<file path="config.mk">
export PLATFORM = sky130hd
export DESIGN_NAME = pwm_timer
export DESIGN_NICKNAME = d
export VERILOG_FILES = /design/src/hdl/pwm_timer_pkg.sv /design/src/hdl/pwm_timer.sv
export SDC_FILE = /design/constraint.sdc
export NUM_CORES = 1
export LEC_CHECK = 0
export BUFFER_PORTS_ARGS = -buffer_cell sky130_fd_sc_hd__buf_2
export CAP_MARGIN = 20
export CORE_MARGIN = 4
export CORE_UTILIZATION = 30
export DETAILED_ROUTE_END_ITERATION = 16
export GPL_ROUTABILITY_DRIVEN = 0
export GPL_TIMING_DRIVEN = 0
export SETUP_SLACK_MARGIN = 0.15
export SLEW_MARGIN = 20
export SYNTH_ARGS = -nofsm -noshare
export SYNTH_HDL_FRONTEND = slang
export SYNTH_SLANG_ARGS = --single-unit
</file>
<file path="constraint.sdc">
create_clock -name core_clk -period 2.78 [get_ports core_clk]
set_input_delay 0.834 -clock core_clk [delete_from_list [all_inputs] [get_ports core_clk]]
set_output_delay 0.834 -clock core_clk [all_outputs]
set_load 0.01 [all_outputs]
</file>
<file path="src/hdl/pwm_timer_pkg.sv">
// Constants for the sixteen-bit fast and phase-correct PWM timer.
// Assumes a single core clock and a register port with byte addresses.
package pwm_timer_pkg;

  // ---------------------------------------------------------------
  // Register map
  // ---------------------------------------------------------------
  localparam int ADDR_W = 8;
  localparam int DATA_W = 32;
  localparam int CNT_W = 16;
  localparam int NUM_CH = 2;
  localparam logic [7:0] OFS_CONTROL = 8'h00;
  localparam logic [7:0] OFS_CMP_A = 8'h04;
  localparam logic [7:0] OFS_CMP_B = 8'h08;
  localparam logic [7:0] OFS_CAPTURE_TOP = 8'h0C;
  localparam logic [7:0] OFS_COUNTER = 8'h10;
  localparam logic [7:0] OFS_FLAGS = 8'h14;

  // ---------------------------------------------------------------
  // Control field layout
  // ---------------------------------------------------------------
  localparam int CTL_MODE_LSB = 0;
  localparam int CTL_ACT_A_LSB = 4;
  localparam int CTL_ACT_B_LSB = 6;
  localparam int CTL_DIR_LSB = 8;

  // ---------------------------------------------------------------
  // Flag bit positions
  // ---------------------------------------------------------------
  localparam int FLG_OVERFLOW = 0;
  localparam int FLG_CAPTURE = 1;
  localparam int FLG_CMP_LSB = 2;
  localparam int FLG_W = 4;

  // ---------------------------------------------------------------
  // Waveform mode select codes
  // ---------------------------------------------------------------
  localparam logic [3:0] MODE_PC_8 = 4'h1;
  localparam logic [3:0] MODE_PC_9 = 4'h2;
  localparam logic [3:0] MODE_PC_10 = 4'h3;
  localparam logic [3:0] MODE_FAST_8 = 4'h5;
  localparam logic [3:0] MODE_FAST_9 = 4'h6;
  localparam logic [3:0] MODE_FAST_10 = 4'h7;
  localparam logic [3:0] MODE_PC_CAP = 4'hA;
  localparam logic [3:0] MODE_PC_CMPA = 4'hB;
  localparam logic [3:0] MODE_FAST_CAP = 4'hE;
  localparam logic [3:0] MODE_FAST_CMPA = 4'hF;

  // ---------------------------------------------------------------
  // Fixed TOP values and output actions
  // ---------------------------------------------------------------
  localparam logic [15:0] TOP_8BIT = 16'h00FF;
  localparam logic [15:0] TOP_9BIT = 16'h01FF;
  localparam logic [15:0] TOP_10BIT = 16'h03FF;
  localparam logic [15:0] FULL_MASK = 16'hFFFF;
  localparam logic [15:0] COUNT_ZERO = 16'h0000;
  localparam logic [15:0] COUNT_ONE = 16'h0001;
  localparam logic [1:0] ACT_NONE = 2'h0;
  localparam logic [1:0] ACT_TOGGLE = 2'h1;
  localparam logic [1:0] ACT_CLEAR = 2'h2;
  localparam logic [1:0] ACT_SET = 2'h3;

endpackage

</file>
<file path="src/hdl/pwm_timer.sv">
// Sixteen-bit timer with fast PWM and phase-correct PWM waveform output.
// Assumes timer_tick is a one-cycle enable made on core_clk by a prescaler.
//
// What this block does
// Fast PWM counts zero to TOP, restarts
// Fast TOP: fixed, capture or channel A
// Fast: action 2 clears on match, 3 sets
// Fast overflow at TOP, plus TOP-source flag
// Compare flag set when counter equals compare
// Fixed TOP masks high compare bits on write
// Capture TOP unbuffered; low value wraps counter
// Compare buffers load at TOP in fast
// Software keeps TOP at or above compares
// Software keeps register TOP at least three
// Fast extremes: zero spikes, TOP constant
// Fast mode 15 action 1 toggles A
// Pin driven only when direction selects output
// Phase-correct counts up then down
// Phase TOP sources; TOP held one tick
// Phase: clear rising match, set falling
// Phase overflow at zero, loads at TOP
// Phase extremes: zero low, TOP high
// Phase mode 11 action 1 toggles A
// Software prefers frequency-correct for TOP changes
// Reset clears compare output states
// Action 0 changes nothing; new action next match
// Counting advances only on timer tick
//
// The implementer's own choices: the address-and-strobe port and the register offsets.
`timescale 1ns/1ps
`default_nettype none

module pwm_timer
(
  input wire logic core_clk,
  input wire logic sys_rst,
  input wire logic timer_tick,
  input wire logic [pwm_timer_pkg::ADDR_W-1:0] reg_addr,
  input wire logic [pwm_timer_pkg::DATA_W-1:0] reg_wdata,
  input wire logic reg_wr,
  input wire logic reg_rd,
  output logic [pwm_timer_pkg::DATA_W-1:0] reg_rdata,
  output logic pin_a_out,
  output logic pin_a_oe,
  output logic pin_b_out,
  output logic pin_b_oe
);
  import pwm_timer_pkg::*;

  // ---------------------------------------------------------------
  // State
  // ---------------------------------------------------------------
  typedef struct packed {
    logic [3:0] waveform_mode_select;
    logic [NUM_CH-1:0][1:0] compare_output_action;
    logic [NUM_CH-1:0] pin_direction_bit;
    logic [NUM_CH-1:0][CNT_W-1:0] compare_buf;
    logic [NUM_CH-1:0][CNT_W-1:0] compare_value;
    logic [CNT_W-1:0] capture_top_value;
    logic [CNT_W-1:0] counter_value;
    logic count_up;
    logic [FLG_W-1:0] flags;
    logic [NUM_CH-1:0] compare_output_state;
    logic [NUM_CH-1:0] pin_oe;
    logic [DATA_W-1:0] rdata;
  } state_s;

  state_s state_reg;
  state_s state_next;

  logic is_fast;
  logic is_phase;
  logic top_from_cap;
  logic top_from_cmpa;
  logic [CNT_W-1:0] top_value;
  logic [CNT_W-1:0] write_mask;
  logic at_top;
  logic at_zero;
  logic rising;
  logic [NUM_CH-1:0] hit;
  logic [FLG_W-1:0] flag_set;
  logic [FLG_W-1:0] flag_clr;
  logic load_cmp;

  // ---------------------------------------------------------------
  // Waveform action for one channel
  // ---------------------------------------------------------------
  // Applying the wrap action after the match makes a compare equal to TOP
  // hold one level for ever, and a compare of zero give a one-tick spike.
  function automatic logic wave_step(input logic cur, input logic [1:0] act, input logic match,
                                     input logic wrap, input logic up, input logic fast,
                                     input logic toggle_ok);
    logic r;
    r = cur;
    if (act == ACT_TOGGLE && toggle_ok && match)
    begin
      r = ~cur;
    end
    else if (act == ACT_CLEAR || act == ACT_SET)
    begin
      if (fast)
      begin
        if (match)
        begin
          r = (act == ACT_SET);
        end
        if (wrap)
        begin
          r = (act == ACT_CLEAR);
        end
      end
      else if (match)
      begin
        r = up ? (act == ACT_SET) : (act == ACT_CLEAR);
      end
    end
    return r;
  endfunction

  // ---------------------------------------------------------------
  // Mode decode and TOP selection
  // ---------------------------------------------------------------
  always_comb
  begin
    is_fast = state_reg.waveform_mode_select inside {MODE_FAST_8, MODE_FAST_9, MODE_FAST_10,
        MODE_FAST_CAP, MODE_FAST_CMPA};
    is_phase = state_reg.waveform_mode_select inside {MODE_PC_8, MODE_PC_9, MODE_PC_10,
        MODE_PC_CAP, MODE_PC_CMPA};
    top_from_cap = 1'b0;
    top_from_cmpa = 1'b0;
    top_value = FULL_MASK;
    write_mask = FULL_MASK;
    unique case (state_reg.waveform_mode_select)
      MODE_FAST_8, MODE_PC_8:
      begin
        top_value = TOP_8BIT;
        write_mask = TOP_8BIT;
      end
      MODE_FAST_9, MODE_PC_9:
      begin
        top_value = TOP_9BIT;
        write_mask = TOP_9BIT;
      end
      MODE_FAST_10, MODE_PC_10:
      begin
        top_value = TOP_10BIT;
        write_mask = TOP_10BIT;
      end
      MODE_FAST_CAP, MODE_PC_CAP:
      begin
        top_value = state_reg.capture_top_value;
        top_from_cap = 1'b1;
      end
      MODE_FAST_CMPA, MODE_PC_CMPA:
      begin
        top_value = state_reg.compare_value[0];
        top_from_cmpa = 1'b1;
      end
      default:
      begin
        top_value = FULL_MASK;
      end
    endcase
  end

  // ---------------------------------------------------------------
  // Next state
  // ---------------------------------------------------------------
  always_comb
  begin
    state_next = state_reg;
    at_top = (state_reg.counter_value == top_value);
    at_zero = (state_reg.counter_value == COUNT_ZERO);
    // Direction seen by a match: zero counts as rising, TOP as falling
    rising = at_zero ? 1'b1 : (at_top ? 1'b0 : state_reg.count_up);
    flag_set = '0;
    flag_clr = '0;
    load_cmp = 1'b0;
    for (int i = 0; i < NUM_CH; i++)
    begin
      hit[i] = (is_fast || is_phase) && (state_reg.counter_value == state_reg.compare_value[i]);
    end
    if (timer_tick && (is_fast || is_phase))
    begin
      for (int i = 0; i < NUM_CH; i++)
      begin
        if (hit[i])
        begin
          flag_set[FLG_CMP_LSB + i] = 1'b1;
        end
        state_next.compare_output_state[i] = wave_step(state_reg.compare_output_state[i],
            state_reg.compare_output_action[i], hit[i], is_fast && at_top, rising, is_fast,
            (i == 0) && top_from_cmpa);
      end
      if (is_fast)
      begin
        if (at_top)
        begin
          state_next.counter_value = COUNT_ZERO;
          flag_set[FLG_OVERFLOW] = 1'b1;
          flag_set[FLG_CAPTURE] = top_from_cap;
          load_cmp = 1'b1;
        end
        else
        begin
          // Plain 16-bit increment wraps through 0xFFFF when TOP was passed
          state_next.counter_value = state_reg.counter_value + COUNT_ONE;
        end
      end
      else if (at_top && state_reg.count_up)
      begin
        state_next.counter_value = state_reg.counter_value - COUNT_ONE;
        state_next.count_up = 1'b0;
        flag_set[FLG_CAPTURE] = top_from_cap;
        load_cmp = 1'b1;
      end
      else if (at_zero && !state_reg.count_up)
      begin
        state_next.counter_value = COUNT_ONE;
        state_next.count_up = 1'b1;
        flag_set[FLG_OVERFLOW] = 1'b1;
      end
      else if (state_reg.count_up)
      begin
        state_next.counter_value = state_reg.counter_value + COUNT_ONE;
      end
      else
      begin
        state_next.counter_value = state_reg.counter_value - COUNT_ONE;
      end
    end
    if (load_cmp || !(is_fast || is_phase))
    begin
      state_next.compare_value = state_reg.compare_buf;
    end
    if (!is_phase)
    begin
      state_next.count_up = 1'b1;
    end

    // Register writes; the action field acts on the next match, or in fast mode on the next TOP if that comes first
    if (reg_wr)
    begin
      unique case (reg_addr)
        OFS_CONTROL:
        begin
          state_next.waveform_mode_select = reg_wdata[CTL_MODE_LSB +: 4];
          state_next.compare_output_action[0] = reg_wdata[CTL_ACT_A_LSB +: 2];
          state_next.compare_output_action[1] = reg_wdata[CTL_ACT_B_LSB +: 2];
          state_next.pin_direction_bit = reg_wdata[CTL_DIR_LSB +: NUM_CH];
        end
        OFS_CMP_A: state_next.compare_buf[0] = reg_wdata[CNT_W-1:0] & write_mask;
        OFS_CMP_B: state_next.compare_buf[1] = reg_wdata[CNT_W-1:0] & write_mask;
        OFS_CAPTURE_TOP: state_next.capture_top_value = reg_wdata[CNT_W-1:0];
        OFS_FLAGS: flag_clr = reg_wdata[FLG_W-1:0];
        default: flag_clr = '0;
      endcase
    end
    // A flag raised in the cycle it is cleared stays set
    state_next.flags = (state_reg.flags & ~flag_clr) | flag_set;

    // Pin drive: waveform reaches the pin only with direction set to output
    for (int i = 0; i < NUM_CH; i++)
    begin
      state_next.pin_oe[i] = state_next.pin_direction_bit[i] &&
          (state_next.compare_output_action[i][1] ||
           (state_next.compare_output_action[i] == ACT_TOGGLE && i == 0 &&
            state_next.waveform_mode_select inside {MODE_FAST_CMPA, MODE_PC_CMPA}));
    end

    // Read data stands in the cycle after the strobe only
    state_next.rdata = '0;
    if (reg_rd)
    begin
      unique case (reg_addr)
        OFS_CONTROL:
        begin
          state_next.rdata[CTL_MODE_LSB +: 4] = state_reg.waveform_mode_select;
          state_next.rdata[CTL_ACT_A_LSB +: 2] = state_reg.compare_output_action[0];
          state_next.rdata[CTL_ACT_B_LSB +: 2] = state_reg.compare_output_action[1];
          state_next.rdata[CTL_DIR_LSB +: NUM_CH] = state_reg.pin_direction_bit;
        end
        OFS_CMP_A: state_next.rdata[CNT_W-1:0] = state_reg.compare_buf[0];
        OFS_CMP_B: state_next.rdata[CNT_W-1:0] = state_reg.compare_buf[1];
        OFS_CAPTURE_TOP: state_next.rdata[CNT_W-1:0] = state_reg.capture_top_value;
        OFS_COUNTER: state_next.rdata[CNT_W-1:0] = state_reg.counter_value;
        OFS_FLAGS: state_next.rdata[FLG_W-1:0] = state_reg.flags;
        default: state_next.rdata = '0;
      endcase
    end
  end

  // ---------------------------------------------------------------
  // State register
  // ---------------------------------------------------------------
  always_ff @(posedge core_clk)
  begin
    if (sys_rst)
    begin
      state_reg <= '0;
      state_reg.count_up <= 1'b1;
      state_reg.compare_output_state <= '0;
    end
    else
    begin
      state_reg <= state_next;
    end
  end

  assign reg_rdata = state_reg.rdata;
  assign pin_a_out = state_reg.compare_output_state[0];
  assign pin_b_out = state_reg.compare_output_state[1];
  assign pin_a_oe = state_reg.pin_oe[0];
  assign pin_b_oe = state_reg.pin_oe[1];
endmodule

`default_nettype wire

</file>
== After elaboration in Yosys (flattened, before gate mapping) ==
Cells that the tools add are included.
Word-level totals
  bits in registers: 147
  input port bits: 45
  output and inout port bits: 36
  word-level logic and storage cells: 142
Cells by class
  add/sub/neg operators: 2
  equal/unequal tests: 26
  multiplexer cells: 45
  bitwise gates (word level): 8
  reduce and logical (&&, ||, !) cells: 43
Operators with widths (number)
  2-to-1 mux 16 bit: 6
  one-hot mux 16 bit (5 select lines): 1
  equality test 16 bit: 3
  one-hot mux 16 bit (3 select lines): 1
  2-to-1 mux 42 bit: 1
  one-hot mux 6 bit (5 select lines): 1
  2-to-1 mux 1 bit: 26
  equality test 4 bit (second input constant): 6
  one-hot mux 4 bit (6 select lines): 1
  one-hot mux 6 bit (4 select lines): 1
  2-to-1 mux 17 bit: 1
  adder 16 x 1 -> 16 bit (second input constant): 1
  AND 16 bit: 1
  equality test 8 x 4 -> 1 bit (second input constant): 2
  equality test 8 x 5 -> 1 bit (second input constant): 2
  zero test 16 bit: 1
  subtractor 16 x 1 -> 16 bit (second input constant): 1
  OR reduction 2 bit: 7
  equality test 4 x 3 -> 1 bit (second input constant): 3
  2-to-1 mux 4 bit: 3
  logical AND 1 bit: 11
  2-to-1 mux 10 bit: 1
  nonzero test 2 bit: 5
  nonzero test 5 bit: 2
  17 further kinds: 36

== Depth between registers and ports, before layout ==
  depth in word-level cells: 11
  mapped depth: 14

== Worst setup path after synthesis ==
OpenSTA, ideal clock, no wires.
  path kind: input port to flip-flop
  start: in reg_addr[0] in the netlist's numbering
  end: reg state_reg[129] in the netlist's numbering
  setup time: 128 ps
  arrival time: 2751 ps
  required time: 2652 ps
  path slack: -99 ps
  cell stages on the path: 8
  buffers on the path: 2
  path through: or4_1 > nor3_1 > and2_1 > clkbuf_1 > nand3b_1 > clkbuf_1 > a21oi_1 > nor2_1
On the way
  cells in the longest elaborated chain, start to end: 2
Ends and longest elaborated chain
  start, declared: RTL line pwm_timer.sv:38  | input wire logic [pwm_timer_pkg::ADDR_W-1:0] reg_addr,
  equality test 8 x 4 -> 1 bit: RTL line pwm_timer.sv:244  | unique case (reg_addr)
  AND reduction 2 bit (no source line)
  end signal, assigned: RTL line pwm_timer.sv:306  | state_reg <= state_next;
  end, declared: RTL line pwm_timer.sv:68  | state_s state_reg;
No other way between the ends.
A chain may end at the register's enable or synchronous reset.

== Worst setup path after layout ==
  start: reg state_reg[143] in the netlist's numbering
  end: reg state_reg[53] in the netlist's numbering
On the way
  cells in the longest elaborated chain, start to end: 7
Ends and longest elaborated chain
  equality test 4 bit (tied with other cells): RTL line pwm_timer.sv:125, pwm_timer.sv:133
  OR reduction 2 bit: RTL line pwm_timer.sv:133  | unique case (state_reg.waveform_mode_select)
  one-hot mux 16 bit (5 select lines): RTL line pwm_timer.sv:133
  equality test 16 bit: RTL line pwm_timer.sv:172  | at_top = (state_reg.counter_value == top_value);
  logical AND 1 bit: RTL line pwm_timer.sv:210  | else if (at_top && state_reg.count_up)
  2-to-1 mux 17 bit: RTL line pwm_timer.sv:210
  2-to-1 mux 16 bit: RTL line pwm_timer.sv:195  | if (is_fast)
Several ways; a longest one is shown, not always the timed one.

==> metrics.txt <==
post-synthesis cell area=roughly 7600 µm²; fin crit period=2.82 ns; drt pass-1 iters=8; ys flop type=dfxtp_1; initial antenna violation count=1; die width=between 150 and 200 µm; Async S/R FF share, synth=0%; hpwl dp=about 21,000 µm; fin area=~9800 µm²; FF+latch count, synth=131; Nets=roughly 1,100; per-cell routed wire length=around 21 µm; Post-Synthesis Cells=~1,000; CP Data Required Time=between 3 and 4 ns; layout overhead on the synthesized area=28.7%; status=finished with violations; Worst Tran Pin Value=slightly above 0.8 ns; Finished Core Util=about two fifths; Pleak=3.95 nW; largest net degree at the start of global routing=17; peak supply drop=400 µV; setup TNS=-0.109 ns; R2R Setup Slk=-0.04 ns; fmax=354 MHz; critical path launch point type=flop; number of vias per cell=about 5.6; IO buf count=45; worst skew pair latency=roughly 0.43 ns; kind of critical path=reg -> reg; first-pass GRT wire length=between 40,000 and 50,000 µm; Pwr per Cell Area=429 nW/µm²; core area=~25,000 µm²; hold path startpoint=pin_b_out; initial DRC count=between 900 and 1,000; Setup crit end kind=flop; slew margin rel.=between 40% and 50%; Pwr Total=about 0.0042 W; MaxCap Viol Count=0; Tcrit/Tclk final=102%; Final Hold Vio Count=0; FF-to-FF Start=state_reg[143]; worst path arrival time=roughly 3.1 ns; RSZ-0062 raised after global routing=true; CTS root buf=clkbuf_16; number of global-route vias before repair=7,326; DRT antenna net count=0; layout cell share with drive strength beyond 1=25.3%; Seq/Total Area, Yosys=34.3%; worst hold path type=reg -> reg; I/O pin cnt=81; DRC Markers=0; vias=7,963; initial core utilization=30.4%; max-slew violation count=0; CTS max path bufs=2; Final Worst Setup Slack=-0.0427 ns; H-tree depth=4; dpl cell area=~8400 µm²; Cell Rows=between 50 and 60; DRT Wirelength=30,000 µm; CP Launch Point=state_reg[143]; # setup viols final=5; warnings from Yosys=0; CTS Buf Count=17; Post-synth EDFFs=0; syn avg cell area=just under 8 µm²; failing checks=negative setup slack; GRT Overall Usage=between 20% and 30%; CTS clock-pin slew for the worst setup and hold paths=0.06 ns; die area=28,100 µm²; max reg flops=111; Clock Skews=about 0.01 ns; Unique masters post-synth=74; chip height=between 150 and 200 µm; clk sinks=~130; TritonCTS clock tree=yes; total gr overflow=0; CP Max Fanout=6
[final timing paths]
path	end	cells after the start
hold reg to reg	pin_b_out	2
setup / recovery	state_reg[53]	13
hold / removal	pin_b_out	2
setup reg to reg	state_reg[53]	13
[per-layer routing]
metal / GRT usage (%) / routed length [µm] / vias to the layer above
met5: 0 / 0 / -
met4: 8.33 / 1180 / 0
met3: 4.77 / 2990 / 97
met2: 30.3 / 13200 / 453
met1: 28.2 / 12600 / 3802
li1: - / - / 3611
[critical path, cell delays in order, from the launching register on]
cell and delay [ns]:
dfxtp_4 0.37, buf_12 0.15, buf_12 0.14, mux2i_4 0.26, a21oi_2 0.10, or2_1 0.25
nor4_2 0.26, nand3_2 0.21, buf_12 0.19, o21ai_4 0.22, buf_4 0.17, o21ai_0 0.07
nand2_1 0.11, a311oi_2 0.16
[synthesized netlist by cell type (4+ instances only)]
cell type / count / area, µm²
inv_1: 13 / 48.8
mux2i_1: 42 / 420
a22oi_1: 22 / 165
and2_1: 7 / 43.8
nor4b_1: 5 / 43.8
nor3_1: 20 / 100
a31oi_1: 4 / 25.0
and3_1: 14 / 87.6
clkbuf_1: 59 / 221
a211oi_1: 7 / 52.6
or3_1: 8 / 50.1
buf_4: 36 / 270
nand4_1: 8 / 50.1
nor4_1: 12 / 75.1
nand3_1: 46 / 230
a21o_1: 4 / 30.0
a21boi_0: 8 / 60.1
nor2_1: 97 / 364
dfxtp_1: 131 / 2620
nor2b_1: 7 / 43.8
o22ai_1: 11 / 68.8
o21ai_0: 24 / 120
nand2b_1: 4 / 25.0
xor2_1: 27 / 236
buf_2: 5 / 25.0
xnor2_1: 25 / 219
a21oi_1: 93 / 465
buf_6: 7 / 78.8
mux2_2: 6 / 67.6
nand2_1: 141 / 529
a221oi_1: 9 / 78.8
buf_1: 6 / 22.5
mux4_2: 7 / 158
[where the power goes]
group	internal [W]	switching, W	total (W)
clock	0.00125	0.000919	0.00217
sequential	0.00188	0.00000206	0.00188
combinational	0.0000525	0.000112	0.000164
[placed cells by master (no fill, tap or decap), drive strengths merged, types with 8 or more instances in the layout]
cell type / n
inv: 14
a21boi: 9
xnor2: 25
o22ai: 11
clkbuf: 80
nor3: 20
dfxtp: 131
xor2: 27
nor2: 98
nand3: 46
or3: 8
nand2: 142
nor4: 12
and3: 14
a221oi: 10
a22oi: 22
nor2b: 8
buf: 124
conb: 16
mux2i: 43
o21ai: 28
a21oi: 94
nand4: 8
[through the flow]
| stage | std cells | hold slack, ns | setup WS [ns] |
|---|---|---|---|
| after global routing | 1425 | 0.515 | -0.103 |
| after detailed placement | 1366 | 0.490 | -0.557 |
| after floorplan | 991 | 0.444 | 0.129 |
| final | 1425 | 0.496 | -0.0427 |
| after CTS | 1414 | 0.496 | -0.000113 |
| after global placement | 1366 | 0.484 | -0.550 |
[logic make-up after synthesis]
group / count (synthesis) / synth area share, %
and+or+nand+nor: 392 / 23.9
AOI/OAI and AO/OA: 216 / 18.0
DFF: 131 / 34.3
buffers and inverters: 126 / 8.73
muxes: 56 / 8.75
xor gates and xnor gates: 52 / 5.96
adders and majority gates: 2 / 0.327
other: 1 / 0.0491
[area by class of cell]
| cell class | instances | area (µm²) |
|---|---|---|
| timing repair buffer | 72 | 557 |
| tap | 330 | 413 |
| fill | 2590 | 15300 |
| multi-input combinational | 734 | 4870 |
| sequential | 131 | 2630 |
| antenna | 1 | 2.50 |
| clock inverter | 11 | 106 |
| clock buffer | 20 | 447 |
| buffer | 113 | 762 |
| inverter | 13 | 52.6 |
[what timing repair did]
action	4_1_cts	5_1_grt
endpoints found under the setup margin	65	103
hold buffers	0	0
buffers inserted	15	7
gates resized for setup	86	94
pin swaps	30	31
gates cloned	2	3
No activity file was read; power rests on OpenSTA's default activity.
